<file path="src/rtl/dram_timing_pkg.sv">
// Purpose: Shared constants for the DRAM timing control block.
// Assumes: 32-bit AXI4-Lite register access, one aligned word per register.
// Notes:
// Contract
// - Register clears only on power-on reset
// - Bit 31 selects row-strobe-hold mode
// - Bit 30: precharge-all or mode-register set
// - Refresh-end precharge equals three times code
// - Bit 23: column negate one or two
// - DRAM precharge cycles equal code
// - SDRAM precharge cycles equal code plus one
// - Row-to-column delay per memory type
// - Auto-precharge write: wait precharge plus delay
// - Hold mode write: delay next precharge
// - Write precharge delay codes 0-4 only
// - Bit 2 enables refresh cycles
package dram_timing_pkg;

  // Register byte address inside the slave window.
  localparam logic [3:0]  TIMING_CTRL_ADDR = 4'h0;
  // Read-only status register holding the decoded cycle counts.
  localparam logic [3:0]  TIMING_STAT_ADDR = 4'h4;
  localparam logic [3:0]  ADDR_WORD_MASK   = 4'hC;

  // Reset value and writable-bit mask of the control register.
  localparam logic [31:0] TIMING_CTRL_RESET = 32'h00000000;
  localparam logic [31:0] TIMING_CTRL_WMASK = 32'hF8BBFFFF;

  // Field positions.
  localparam int HOLD_BIT      = 31;
  localparam int INITCMD_BIT   = 30;
  localparam int RFEND_LSB     = 27;
  localparam int CASNEG_BIT    = 23;
  localparam int PRECH_LSB     = 19;
  localparam int RCD_LSB       = 16;
  localparam int WPD_LSB       = 13;
  localparam int BURST_BIT     = 9;
  localparam int REFRESH_BIT   = 2;

  // Decoding constants.
  localparam logic [4:0]  RFEND_STEP     = 5'h03;
  localparam logic [3:0]  ONE_CYC        = 4'h1;
  localparam logic [3:0]  TWO_CYC        = 4'h2;
  localparam logic [3:0]  RCD_DRAM_BASE  = 4'h2;
  localparam logic [3:0]  RCD_SDRAM_BASE = 4'h1;
  localparam logic [2:0]  WPD_MAX_CODE   = 3'h4;

  // AXI response codes.
  localparam logic [1:0]  RESP_OKAY   = 2'h0;
  localparam logic [1:0]  RESP_SLVERR = 2'h2;

  // Memory-side sequencer states.
  typedef enum logic [2:0] {ST_IDLE, ST_ACTIVE, ST_WRITE_REC, ST_PRECHARGE, ST_REFRESH_END} mem_state_e;

endpackage : dram_timing_pkg

</file>
<file path="src/rtl/timing_decode.sv">
// Purpose: Turns the stored timing codes into cycle counts.
// Assumes: Codes are stable after initialization.
// Notes: Purely combinational; prohibited codes give a clamped count.
`timescale 1ns/1ps
`default_nettype none
module timing_decode
  import dram_timing_pkg::*;
(
  // Stored codes.
  input  wire logic [2:0] rfEndCode,
  input  wire logic       casNegCode,
  input  wire logic [2:0] prechCode,
  input  wire logic [1:0] rcdCode,
  input  wire logic [2:0] wpdCode,
  input  wire logic       isSdram,
  // Decoded counts.
  output logic      [4:0] rfEndCycles,
  output logic      [3:0] casNegCycles,
  output logic      [3:0] prechCycles,
  output logic      [3:0] rcdCycles,
  output logic      [3:0] wpdCycles,
  output logic            wpdIllegal
);

  // Three cycles per code step.
  assign rfEndCycles  = 5'(rfEndCode * RFEND_STEP);
  // Conventional DRAM only; synchronous memory ignores it.
  assign casNegCycles = casNegCode ? TWO_CYC : ONE_CYC;
  // DRAM uses the code directly, SDRAM adds one.
  assign prechCycles  = isSdram ? 4'({1'b0, prechCode} + ONE_CYC)
                                : {1'b0, prechCode};
  // SDRAM code zero is prohibited; it is clamped to the shortest delay.
  assign rcdCycles    = isSdram ? ((rcdCode == 2'h0) ? TWO_CYC
                                   : 4'({2'h0, rcdCode} + RCD_SDRAM_BASE))
                                : 4'({2'h0, rcdCode} + RCD_DRAM_BASE);
  // Prohibited codes are flagged and treated as the largest legal one.
  assign wpdIllegal   = (wpdCode > WPD_MAX_CODE);
  assign wpdCycles    = 4'({1'b0, wpdIllegal ? WPD_MAX_CODE : wpdCode} + ONE_CYC);

endmodule : timing_decode
`default_nettype wire

</file>
<file path="src/rtl/gap_counter.sv">
// Purpose: Loadable down counter that reports when a gap has elapsed.
// Assumes: A load and the count share one clock.
// Notes: A load of zero means no wait.
`timescale 1ns/1ps
`default_nettype none
module gap_counter (
  // Clock and reset.
  input  wire logic       mclk,
  input  wire logic       rst_n,
  // Control.
  input  wire logic       load,
  input  wire logic [4:0] loadValue,
  // Status.
  output logic            done
);

  logic [4:0] count_q; // Cycles still to wait.

  // Count down to zero; a fresh load restarts the gap.
  always_ff @(posedge mclk or negedge rst_n) begin
    if (!rst_n) begin
      count_q <= 5'h00;
    end else if (load) begin
      count_q <= loadValue;
    end else if (count_q != 5'h00) begin
      count_q <= count_q - 5'h01;
    end
  end

  assign done = (count_q == 5'h00) && !load;

endmodule : gap_counter
`default_nettype wire

</file>
<file path="src/rtl/dram_sdram_timing_control.sv">
// Purpose: Memory timing control register with command spacing logic.
// Assumes: AXI4-Lite master issues at most one read and one write at a time.
// Notes: rst_n stands for the power-on reset; no other reset touches the register.
`timescale 1ns/1ps
`default_nettype none
module dram_sdram_timing_control
  import dram_timing_pkg::*;
(
  // Clock and power-on reset.
  input  wire logic        mclk,
  input  wire logic        rst_n,
  // AXI4-Lite write address.
  input  wire logic        s_axi_awvalid,
  output logic             s_axi_awready,
  input  wire logic [3:0]  s_axi_awaddr,
  input  wire logic [2:0]  s_axi_awprot,
  // AXI4-Lite write data.
  input  wire logic        s_axi_wvalid,
  output logic             s_axi_wready,
  input  wire logic [31:0] s_axi_wdata,
  input  wire logic [3:0]  s_axi_wstrb,
  // AXI4-Lite write response.
  output logic             s_axi_bvalid,
  input  wire logic        s_axi_bready,
  output logic      [1:0]  s_axi_bresp,
  // AXI4-Lite read address.
  input  wire logic        s_axi_arvalid,
  output logic             s_axi_arready,
  input  wire logic [3:0]  s_axi_araddr,
  input  wire logic [2:0]  s_axi_arprot,
  // AXI4-Lite read data.
  output logic             s_axi_rvalid,
  input  wire logic        s_axi_rready,
  output logic      [31:0] s_axi_rdata,
  output logic      [1:0]  s_axi_rresp,
  // Memory type and access events from the bus sequencer.
  input  wire logic        sdramSel,
  input  wire logic        autoPrecharge,
  input  wire logic        activateReq,
  input  wire logic        writeDone,
  input  wire logic        prechargeReq,
  input  wire logic        refreshDone,
  // Timing results toward the memory pins.
  output logic             activateOk,
  output logic             prechargeOk,
  output logic             holdModeOn,
  output logic             initModeRegSet,
  output logic             refreshOn,
  output logic      [3:0]  casNegCycles,
  output logic      [3:0]  rcdCycles
);

  logic [31:0] ctrl_q;      // Stored control word.
  logic        awHeld_q;    // Write address captured.
  logic [3:0]  awAddr_q;    // Captured write address.
  logic        wHeld_q;     // Write data captured.
  logic [31:0] wData_q;     // Captured write data.
  logic [3:0]  wStrb_q;     // Captured byte enables.
  logic        bValid_q;    // Write response pending.
  logic [1:0]  bResp_q;     // Write response code.
  logic        rValid_q;    // Read response pending.
  logic [31:0] rData_q;     // Read data.
  logic [1:0]  rResp_q;     // Read response code.
  logic        wrFire;      // Both halves of a write present.
  logic        rdFire;      // Read address accepted.
  logic [4:0]  rfEndCycles; // Refresh-end precharge count.
  logic [3:0]  prechCycles; // Precharge count.
  logic [3:0]  wpdCycles;   // Write precharge delay count.
  logic        wpdIllegal;  // Prohibited write delay code.
  logic        actLoad;     // Restart of the activate gap.
  logic [4:0]  actGap;      // Length of the activate gap.
  logic        actDone;     // Activate gap has elapsed.
  logic        preDone;     // Precharge gap has elapsed.
  mem_state_e  state_q;     // Sequencer state.
  mem_state_e  state_d;     // Next sequencer state.

  // Byte-lane merge of new data into the present word.
  function automatic logic [31:0] merge_bytes(input logic [31:0] oldWord, input logic [31:0] newWord,
                                              input logic [3:0] strb);
    logic [31:0] res;
    res = oldWord;
    for (int i = 0; i < 4; i++) begin
      if (strb[i]) begin
        res[i*8 +: 8] = newWord[i*8 +: 8];
      end
    end
    return res;
  endfunction : merge_bytes

  // Word address decode shared by the read and write paths.
  function automatic logic is_ctrl(input logic [3:0] addr);
    return (addr & ADDR_WORD_MASK) == TIMING_CTRL_ADDR;
  endfunction : is_ctrl

  function automatic logic is_stat(input logic [3:0] addr);
    return (addr & ADDR_WORD_MASK) == TIMING_STAT_ADDR;
  endfunction : is_stat

  // Channels stay ready until their half is held, so address and data may come in either order.
  assign s_axi_awready = !awHeld_q && !bValid_q;
  assign s_axi_wready  = !wHeld_q && !bValid_q;
  assign s_axi_arready = !rValid_q;
  assign wrFire        = awHeld_q && wHeld_q;
  assign rdFire        = s_axi_arvalid && s_axi_arready;

  // Capture write address.
  always_ff @(posedge mclk or negedge rst_n) begin
    if (!rst_n) begin
      awHeld_q <= 1'b0;
      awAddr_q <= 4'h0;
    end else if (s_axi_awvalid && s_axi_awready) begin
      awHeld_q <= 1'b1;
      awAddr_q <= s_axi_awaddr;
    end else if (wrFire) begin
      awHeld_q <= 1'b0;
    end
  end

  // Capture write data.
  always_ff @(posedge mclk or negedge rst_n) begin
    if (!rst_n) begin
      wHeld_q <= 1'b0;
      wData_q <= 32'h00000000;
      wStrb_q <= 4'h0;
    end else if (s_axi_wvalid && s_axi_wready) begin
      wHeld_q <= 1'b1;
      wData_q <= s_axi_wdata;
      wStrb_q <= s_axi_wstrb;
    end else if (wrFire) begin
      wHeld_q <= 1'b0;
    end
  end

  // Control register; only the power-on reset clears it, reserved bits never store.
  always_ff @(posedge mclk or negedge rst_n) begin
    if (!rst_n) begin
      ctrl_q <= TIMING_CTRL_RESET;
    end else if (wrFire && is_ctrl(awAddr_q)) begin
      ctrl_q <= merge_bytes(ctrl_q, wData_q, wStrb_q) & TIMING_CTRL_WMASK;
    end
  end

  // Write response; unmapped or read-only addresses answer with an error.
  always_ff @(posedge mclk or negedge rst_n) begin
    if (!rst_n) begin
      bValid_q <= 1'b0;
      bResp_q  <= RESP_OKAY;
    end else if (wrFire) begin
      bValid_q <= 1'b1;
      bResp_q  <= is_ctrl(awAddr_q) ? RESP_OKAY : RESP_SLVERR;
    end else if (s_axi_bready) begin
      bValid_q <= 1'b0;
    end
  end

  // Read path; the status word shows decoded counts and the sequencer state.
  always_ff @(posedge mclk or negedge rst_n) begin
    if (!rst_n) begin
      rValid_q <= 1'b0;
      rData_q  <= 32'h00000000;
      rResp_q  <= RESP_OKAY;
    end else if (rdFire) begin
      rValid_q <= 1'b1;
      if (is_ctrl(s_axi_araddr)) begin
        rData_q <= ctrl_q;
        rResp_q <= RESP_OKAY;
      end else if (is_stat(s_axi_araddr)) begin
        // The packed status fields fill 25 bits; the upper 7 bits read as zero.
        rData_q <= {7'h00, wpdIllegal, 3'(state_q), rfEndCycles, prechCycles, wpdCycles,
                    casNegCycles, rcdCycles};
        rResp_q <= RESP_OKAY;
      end else begin
        rData_q <= 32'h00000000;
        rResp_q <= RESP_SLVERR;
      end
    end else if (s_axi_rready) begin
      rValid_q <= 1'b0;
    end
  end

  assign s_axi_bvalid = bValid_q;
  assign s_axi_bresp  = bResp_q;
  assign s_axi_rvalid = rValid_q;
  assign s_axi_rdata  = rData_q;
  assign s_axi_rresp  = rResp_q;

  // Mode outputs straight from the stored word.
  assign holdModeOn     = ctrl_q[HOLD_BIT];
  assign initModeRegSet = ctrl_q[INITCMD_BIT];
  assign refreshOn      = ctrl_q[REFRESH_BIT];

  // Code-to-cycle decode.
  timing_decode u_decode (
    .rfEndCode    (ctrl_q[RFEND_LSB +: 3]),
    .casNegCode   (ctrl_q[CASNEG_BIT]),
    .prechCode    (ctrl_q[PRECH_LSB +: 3]),
    .rcdCode      (ctrl_q[RCD_LSB +: 2]),
    .wpdCode      (ctrl_q[WPD_LSB +: 3]),
    .isSdram      (sdramSel),
    .rfEndCycles  (rfEndCycles),
    .casNegCycles (casNegCycles),
    .prechCycles  (prechCycles),
    .rcdCycles    (rcdCycles),
    .wpdCycles    (wpdCycles),
    .wpdIllegal   (wpdIllegal)
  );

  // Sequencer: tracks which gap guards the next command.
  always_comb begin
    state_d = state_q;
    unique case (state_q)
      ST_IDLE: begin
        if (activateReq && actDone) begin
          state_d = ST_ACTIVE;
        end
      end
      ST_ACTIVE: begin
        if (writeDone) begin
          state_d = ST_WRITE_REC;
        end else if (prechargeReq && preDone) begin
          state_d = ST_PRECHARGE;
        end
      end
      ST_WRITE_REC: begin
        if (!(sdramSel && holdModeOn) || preDone) begin
          state_d = ST_PRECHARGE;
        end
      end
      ST_PRECHARGE: begin
        state_d = ST_IDLE;
      end
      ST_REFRESH_END: begin
        // Leave as soon as the end precharge has run out, so no extra idle cycle is added.
        if (actDone) begin
          state_d = activateReq ? ST_ACTIVE : ST_IDLE;
        end
      end
    endcase
    // A finished refresh always restarts with its end precharge.
    if (refreshDone) begin
      state_d = ST_REFRESH_END;
    end
  end

  always_ff @(posedge mclk or negedge rst_n) begin
    if (!rst_n) begin
      state_q <= ST_IDLE;
    end else begin
      state_q <= state_d;
    end
  end

  // Activate gap: precharge, plus write delay after an auto-precharged SDRAM write outside hold mode,
  // or the refresh-end precharge after a refresh.
  always_comb begin
    actLoad = 1'b0;
    actGap  = 5'h00;
    if (refreshDone) begin
      actLoad = 1'b1;
      actGap  = rfEndCycles;
    end else if (writeDone && sdramSel && autoPrecharge && !holdModeOn) begin
      actLoad = 1'b1;
      actGap  = 5'({1'b0, prechCycles} + {1'b0, wpdCycles});
    end else if (state_q == ST_PRECHARGE) begin
      actLoad = 1'b1;
      actGap  = {1'b0, prechCycles};
    end
  end

  gap_counter u_act_gap (
    .mclk      (mclk),
    .rst_n     (rst_n),
    .load      (actLoad),
    .loadValue (actGap),
    .done      (actDone)
  );

  // Precharge gap after an SDRAM write in row-strobe-hold mode.
  gap_counter u_pre_gap (
    .mclk      (mclk),
    .rst_n     (rst_n),
    .load      (writeDone && sdramSel && holdModeOn),
    .loadValue ({1'b0, wpdCycles}),
    .done      (preDone)
  );

  // An activate may follow straight on from the end of the refresh precharge.
  assign activateOk  = actDone && (state_q == ST_IDLE || state_q == ST_REFRESH_END);
  assign prechargeOk = preDone && (state_q != ST_WRITE_REC || !holdModeOn);

endmodule : dram_sdram_timing_control
`default_nettype wire

</file>
<file path="config.mk">
export PLATFORM = sky130hd
export DESIGN_NAME = dram_sdram_timing_control
export DESIGN_NICKNAME = d
export VERILOG_FILES = /design/src/rtl/dram_timing_pkg.sv /design/src/rtl/timing_decode.sv /design/src/rtl/gap_counter.sv /design/src/rtl/dram_sdram_timing_control.sv
export SDC_FILE = /design/constraint.sdc
export NUM_CORES = 1
export LEC_CHECK = 0
export BUFFER_PORTS_ARGS = -buffer_cell sky130_fd_sc_hd__clkbuf_2
export CAP_MARGIN = 20
export CORE_AREA = 2 2 99 101
export CTS_BUF_LIST = sky130_fd_sc_hd__clkbuf_8
export DETAILED_ROUTE_END_ITERATION = 10
export DIE_AREA = 0 0 101 103
export GPL_TIMING_DRIVEN = 1
export PLACE_DENSITY = 0.8
export SYNTH_ARGS = -nofsm -noshare
export SYNTH_HDL_FRONTEND = slang
export SYNTH_HIERARCHICAL = 1
export SYNTH_SLANG_ARGS = --single-unit
</file>
<file path="constraint.sdc">
create_clock -name mclk -period 4.5 [get_ports mclk]
set_clock_uncertainty 0.15 [all_clocks]
set_input_delay 0.225 -clock mclk [delete_from_list [all_inputs] [get_ports mclk]]
set_output_delay 0.225 -clock mclk [all_outputs]
set_load 0.1 [all_outputs]
</file>
Word level (Yosys, flattened, before mapping)
Index checks and enable logic that the tools add are counted.
Operators by class
  add/sub/neg operators: 7
  $mul: 1
  order comparisons: 1
  equal/unequal tests: 10
  mux-type cells: 35
  reductions and logical operators: 48
Operator list (count)
  two-way mux 32 bit: 1
  two-way mux 5 bit: 6
  two-way mux 25 bit: 1
  two-way mux 3 bit: 7
  logical AND 1 bit: 18
  two-way mux 4 bit: 4
  case mux 3 bit (5 select lines): 1
  nonzero test 2 bit: 6
  two-way mux 1 bit: 11
  zero test 5 bit: 2
  nonzero test 5 bit: 2
  subtractor 5 x 1 -> 5 bit, second input constant: 2
  inequality test 3 bit, second input constant: 3
  adder 3 x 1 -> 4 bit, second input constant: 2
  zero test 1 bit: 8
  zero test 4 bit: 2
  two-way mux 2 bit: 4
  AND reduction 2 bit: 4
  == test 3 x 2 -> 1 bit, second input constant: 2
  adder 4 x 4 -> 5 bit: 1
  multiplier 3 x 2 -> 5 bit, second input constant: 1
  inequality test 4 bit, second input constant: 1
  AND reduction 4 bit: 1
  adder 2 x 1 -> 3 bit, second input constant: 1
  other kinds (9): 11
Storage, ports and cells
  register bits: 120
  input bits: 63
  output and inout bits: 54
  word-level logic and storage cells: 119

Longest topological paths before layout
  depth in word-level cells: 11
  mapped depth: 11
  mapped depth without buffers: 11

Modules after synthesis
Netlist, hierarchy kept.
Modules (own cells, without submodules)
  dram_sdram_timing_control: times used 1, cells each 331, area an instance 4229.1 um^2
  gap_counter: times used 2, cells each 27, area an instance 282.8 um^2
  timing_decode: times used 1, cells each 33, area an instance 250.2 um^2

Least setup slack after synthesis
OpenSTA, ideal clock, no wires.
  path type: reg2out
  start: register ctrl_q[31]
  end: output activateOk
  data arrival time: 4.149 ns
  required time: 4.125 ns
  slack: -0.024 ns
  cell stages (with the launch flop): 8
  path buffers: 2
  path through: dfrtp_1 > and4b_2 > clkbuf_1 > nor2_1 > nand2_1 > clkbuf_1 > nor2b_1 > nor3b_1
Between the ends
  longest elaborated chain between the ends: 7
RTL lines
  start, declared: line dram_sdram_timing_control.sv:53  | logic [31:0] ctrl_q;
  start signal, assigned: line dram_sdram_timing_control.sv:139  | ctrl_q <= merge_bytes(ctrl_q, wData_q, wStrb_q) & TIMING_CTRL_WMASK;
  zero test 1 bit: line dram_sdram_timing_control.sv:261  | end else if (writeDone && sdramSel && autoPrecharge && !holdModeOn) begin
  logical AND 1 bit: line dram_sdram_timing_control.sv:261
  two-way mux 1 bit: line dram_sdram_timing_control.sv:261
  two-way mux 1 bit: line dram_sdram_timing_control.sv:258  | if (refreshDone) begin
  net actLoad: line dram_sdram_timing_control.sv:70  | logic actLoad;
  zero test 1 bit: line gap_counter.sv:30  | assign done = (count_q == 5'h00) && !load;
  logical AND 1 bit: line gap_counter.sv:30
  net actDone: line dram_sdram_timing_control.sv:72  | logic actDone;
  logical AND 1 bit: line dram_sdram_timing_control.sv:288  | assign activateOk = actDone && (state_q == ST_IDLE || state_q == ST_REFRESH_END);
  end, declared: line dram_sdram_timing_control.sv:44  | output logic activateOk,
The timed path passes the listed nets, and every way through them passes these cells.

Worst setup path after layout
  start: register u_pre_gap.count_q[0]
  end: output prechargeOk
Between the ends
  longest elaborated chain between the ends: 3
RTL lines
  start, declared: line gap_counter.sv:17  | logic [4:0] count_q;
  start signal, assigned: line gap_counter.sv:24  | count_q <= loadValue;
  start signal, assigned: line gap_counter.sv:26  | count_q <= count_q - 5'h01;
  zero test 5 bit: line gap_counter.sv:30
  logical AND 1 bit: line gap_counter.sv:30
  net preDone: line dram_sdram_timing_control.sv:73  | logic preDone;
  logical AND 1 bit: line dram_sdram_timing_control.sv:289  | assign prechargeOk = preDone && (state_q != ST_WRITE_REC || !holdModeOn);
  end, declared: line dram_sdram_timing_control.sv:45  | output logic prechargeOk,
The timed path passes the listed nets, and every way through them passes these cells.

==> out/qor.json <==
{
  "run_status": {"value": "finished, final reports clean"},
  "initial_core_util": {"value": 0.5333},
  "die-height": {"value": 103, "unit": "µm"},
  "synth-seq-area-share": {"value": 0.5407},
  "slew_headroom": {"value": 0.4051},
  "finish.net_count": {"value": 618},
  "grt_overflow_total": {"value": 0},
  "max-vdd-ir-drop": {"value": 0.0006719, "unit": "V"},
  "grt_first_pass_wirelength": {"value": 18010, "unit": "µm"},
  "power_density": {"value": 749.4, "unit": "nW/µm²"},
  "crit_path_cell_trace": {"value": "inv_1 > ha_1 > nor4b_4 > nor2b_1 > inv_1 > a41oi_1 > clkbuf_2"},
  "report.final.setup_viol": {"value": 0},
  "detailroute.via_count": {"value": 3575},
  "clk_transition_reported_paths": {"value": 0.10, "unit": "ns"},
  "finish.cell_count_without_fillers": {"value": 659},
  "worst_skew_pair.late_latency": {"value": 0.36, "unit": "ns"},
  "timing.final.crit_period": {"value": 2.819, "unit": "ns"},
  "floorplan.die_area": {"value": 10400, "unit": "µm²"},
  "drc": {"value": 0},
  "postSynth.topFlopCell": {"value": "dfrtp_1"},
  "netlist_instances": {"value": 418},
  "place_congestion": {"value": 0.8177},
  "synth.cell_area": {"value": 5045, "unit": "µm²"},
  "timing.final.crit_share": {"value": 0.6266},
  "grt_max_degree": {"value": 80},
  "critPathBufInv": {"value": 3},
  "dr.first_iter.drc_count": {"value": 181},
  "hold_class": {"value": "in -> reg"},
  "avgRoutedWirePerCell": {"value": 17.00, "unit": "µm"},
  "grt_pass1_vias": {"value": 3739},
  "detailedPlacementHpwl": {"value": 7204, "unit": "µm"},
  "clock.fmax": {"value": 354.7, "unit": "MHz"},
  "yosys_warnings": {"value": 6},
  "timing.setup.tns": {"value": 0, "unit": "ns"},
  "syn_area_per_cell": {"value": 12.07, "unit": "µm²"},
  "ant_nets": {"value": 0},
  "whs": {"value": 0.02761, "unit": "ns"},
  "endpoint_kind": {"value": "output pin"},
  "kind_of_critical_path": {"value": "reg -> out"},
  "critical-path-top-cell-by-count": {"value": "inv_1"},
  "number_of_antenna_violations_at_the_first_check_in_global_routing": {"value": 0},
  "grt_util_all_layers": {"value": 0.2219},
  "timing.critical_path.slowest_cell_delay": {"value": 0.49, "unit": "ns"},
  "startpoint_type": {"value": "flop"},
  "port-buffer-count": {"value": 94},
  "synth-seq-cells": {"value": 109},
  "worstPathArrival": {"value": 2.44, "unit": "ns"},
  "number_of_post_cts_setup_repair_buffers": {"value": 0},
  "setup_repair_after_global_routing_missed_its_margin": {"value": "no"},
  "max_slew.worst_pin.slew": {"value": 0.8923, "unit": "ns"},
  "drt_wl_total": {"value": 11210, "unit": "µm"},
  "ffs_w_async_s_r_synth": {"value": 1.000},
  "number_of_enable_flip_flop_cells_after_synthesis": {"value": 0},
  "detailed_place.area": {"value": 5545, "unit": "µm²"},
  "cp_slowest_cell": {"value": "clkbuf_2"},
  "diodes": {"value": 0},
  "layout-area-overhead-vs-synth": {"value": 21.73, "unit": "%"},
  "post-route-util": {"value": 0.6492},
  "share_of_layout_cells_above_drive_strength_1": {"value": 0.3358},
  "timing.final.hold_violations": {"value": 0},
  "die_w": {"value": 101, "unit": "µm"},
  "cts.sink_count": {"value": 109},
  "leakagePower": {"value": 2.975, "unit": "nW"},
  "floorplan_row_count": {"value": 36},
  "synth_cell_type_count": {"value": 47},
  "drv_cap": {"value": 0},
  "clock_tree.buffer_depth": {"value": 2},
  "power.total": {"value": 4.602, "unit": "mW"},
  "cpLargestDelayFamily": {"value": "buffers and inverters"},
  "finalMaxSlewViolations": {"value": 0},
  "number_of_buffers_created_by_cts": {"value": 9},
  "count_of_pins_on_the_block_boundary": {"value": 117},
  "clock-root-buffer": {"value": "clkbuf_8"},
  "cts.htree.levels": {"value": 3},
  "postLayoutSetupSlackWorst": {"value": 1.681, "unit": "ns"},
  "via_per_inst": {"value": 5.425},
  "drt_first_pass_iters": {"value": 4},
  "critPathRequiredTime": {"value": 4.12, "unit": "ns"},
  "ff2ff_setup_slack": {"value": 1.92, "unit": "ns"},
  "core": {"value": 9459, "unit": "µm²"},
  "path_max_fanout": {"value": 5},
  "post-route-cell-area": {"value": 6141, "unit": "µm²"},
  "post-place-ws": {"value": 1.972, "unit": "ns"},
  "place.detailed.instances": {"value": 608},
  "tritoncts": {"value": "built"}
}
## power by group
group / switching (mW) / leakage [nW] / total [mW] / internal [mW]
combinational: 1.59 / 1.51 / 2.29 / 0.705
clock: 0.318 / 0.101 / 0.624 / 0.306
sequential: 0.307 / 1.36 / 1.68 / 1.38
## kinds of logic after synthesis
| logic type | count (synthesis) | share of synthesized area |
|---|---|---|
| AO/OA/AOI/OAI | 67 | 0.08185 |
| multiplexers | 89 | 0.1925 |
| flip-flops | 109 | 0.5407 |
| adder cells (fa/ha/maj) | 12 | 0.03274 |
| buffers and inverters | 52 | 0.05134 |
| AND/OR/NAND/NOR | 76 | 0.08036 |
| other | 2 | 0.001489 |
| XOR/XNOR | 11 | 0.01910 |
## Yosys cell counts, types with 2 or more instances
cell | count | area, µm²
a21oi_1 | 8 | 40.04
a22o_1 | 7 | 61.31
a22oi_1 | 2 | 15.01
and2_1 | 2 | 12.51
buf_2 | 2 | 10.01
buf_4 | 10 | 75.07
buf_6 | 3 | 33.78
clkbuf_1 | 12 | 45.04
conb_1 | 2 | 7.510
dfrtp_1 | 109 | 2728
fa_1 | 2 | 40.04
ha_1 | 10 | 125.1
inv_1 | 24 | 90.09
mux2_1 | 2 | 22.52
mux2_2 | 62 | 698.2
mux2i_1 | 25 | 250.2
nand2_1 | 42 | 157.7
nand2_2 | 2 | 12.51
nor2_1 | 5 | 18.77
nor2b_1 | 5 | 31.28
nor3_1 | 7 | 35.03
nor3b_1 | 2 | 15.01
nor4b_4 | 2 | 47.55
o21a_1 | 2 | 15.01
o21ai_0 | 32 | 160.2
o21ai_1 | 2 | 10.01
o31ai_1 | 6 | 45.04
xnor2_1 | 9 | 78.83
xor2_1 | 2 | 17.52
## layout make-up
type / count / area [µm²]
Clock buffer: 9 / 123.9
Timing Repair Buffer: 135 / 893.4
Fill cell: 706 / 3318
Inverter: 24 / 90.09
Tap cell: 114 / 142.6
Clock inverter: 4 / 73.82
Multi-Input combinational cell: 264 / 2090
Sequential cell: 109 / 2728
## final timing paths
check / from / to / depth (start not counted)
min in group asynchronous: rst_n / awAddr_q[3] / 2
hold / removal: s_axi_araddr[3] / s_axi_rresp[1] / 2
setup reg to reg: ctrl_q[15] / u_act_gap/count_q[4] / 10
hold reg to reg: s_axi_rdata[3] / s_axi_rdata[3] / 2
max in group asynchronous: rst_n / wHeld_q / 4
setup / recovery: u_pre_gap/count_q[0] / prechargeOk / 7
## state kept, by name, indices dropped and copies added, names as in the netlist
name               cells
s_axi_rdata           30
ctrl_q                27
wData_q               27
u_act_gap/count_q      5
u_pre_gap/count_q      5
wStrb_q                4
state_q                3
awAddr_q               2
awHeld_q               1
s_axi_bresp            1
s_axi_bvalid           1
s_axi_rresp            1
s_axi_rvalid           1
wHeld_q                1
## timing repair
action	4_1_cts	5_1_grt
endpoints found under the setup margin	0	0
hold buffers	37	0
hold endpoints to repair	114	0
gates resized for setup	0	0
## layer usage
metal	up-vias	track usage	share of wire	routed length [µm]
met5	-	0	0	0
met4	0	0.09252	0.014	157
met3	14	0.04000	0.051	576
met2	103	0.3728	0.51	5666
met1	1793	0.2869	0.43	4805
li1	1665	-	-	-
## layout by cell type (no fill, tap or decap), types with 5 or more instances in the layout
| master | Yosys | routed |
|---|---|---|
| clkbuf_8 | 0 | 9 |
| o31ai_1 | 6 | 6 |
| nor2b_1 | 5 | 5 |
| nor2_1 | 5 | 5 |
| mux2_2 | 62 | 62 |
| nand2_1 | 42 | 42 |
| xnor2_1 | 9 | 9 |
| o21ai_0 | 32 | 32 |
| mux2i_1 | 25 | 25 |
| clkbuf_2 | 1 | 93 |
| inv_1 | 24 | 24 |
| a21oi_1 | 8 | 8 |
| nor3_1 | 7 | 7 |
| conb_1 | 2 | 9 |
| a22o_1 | 7 | 7 |
| dfrtp_1 | 109 | 109 |
| ha_1 | 10 | 10 |
| dlygate4sd3_1 | 0 | 37 |
Power figures use the tool's default switching activity.
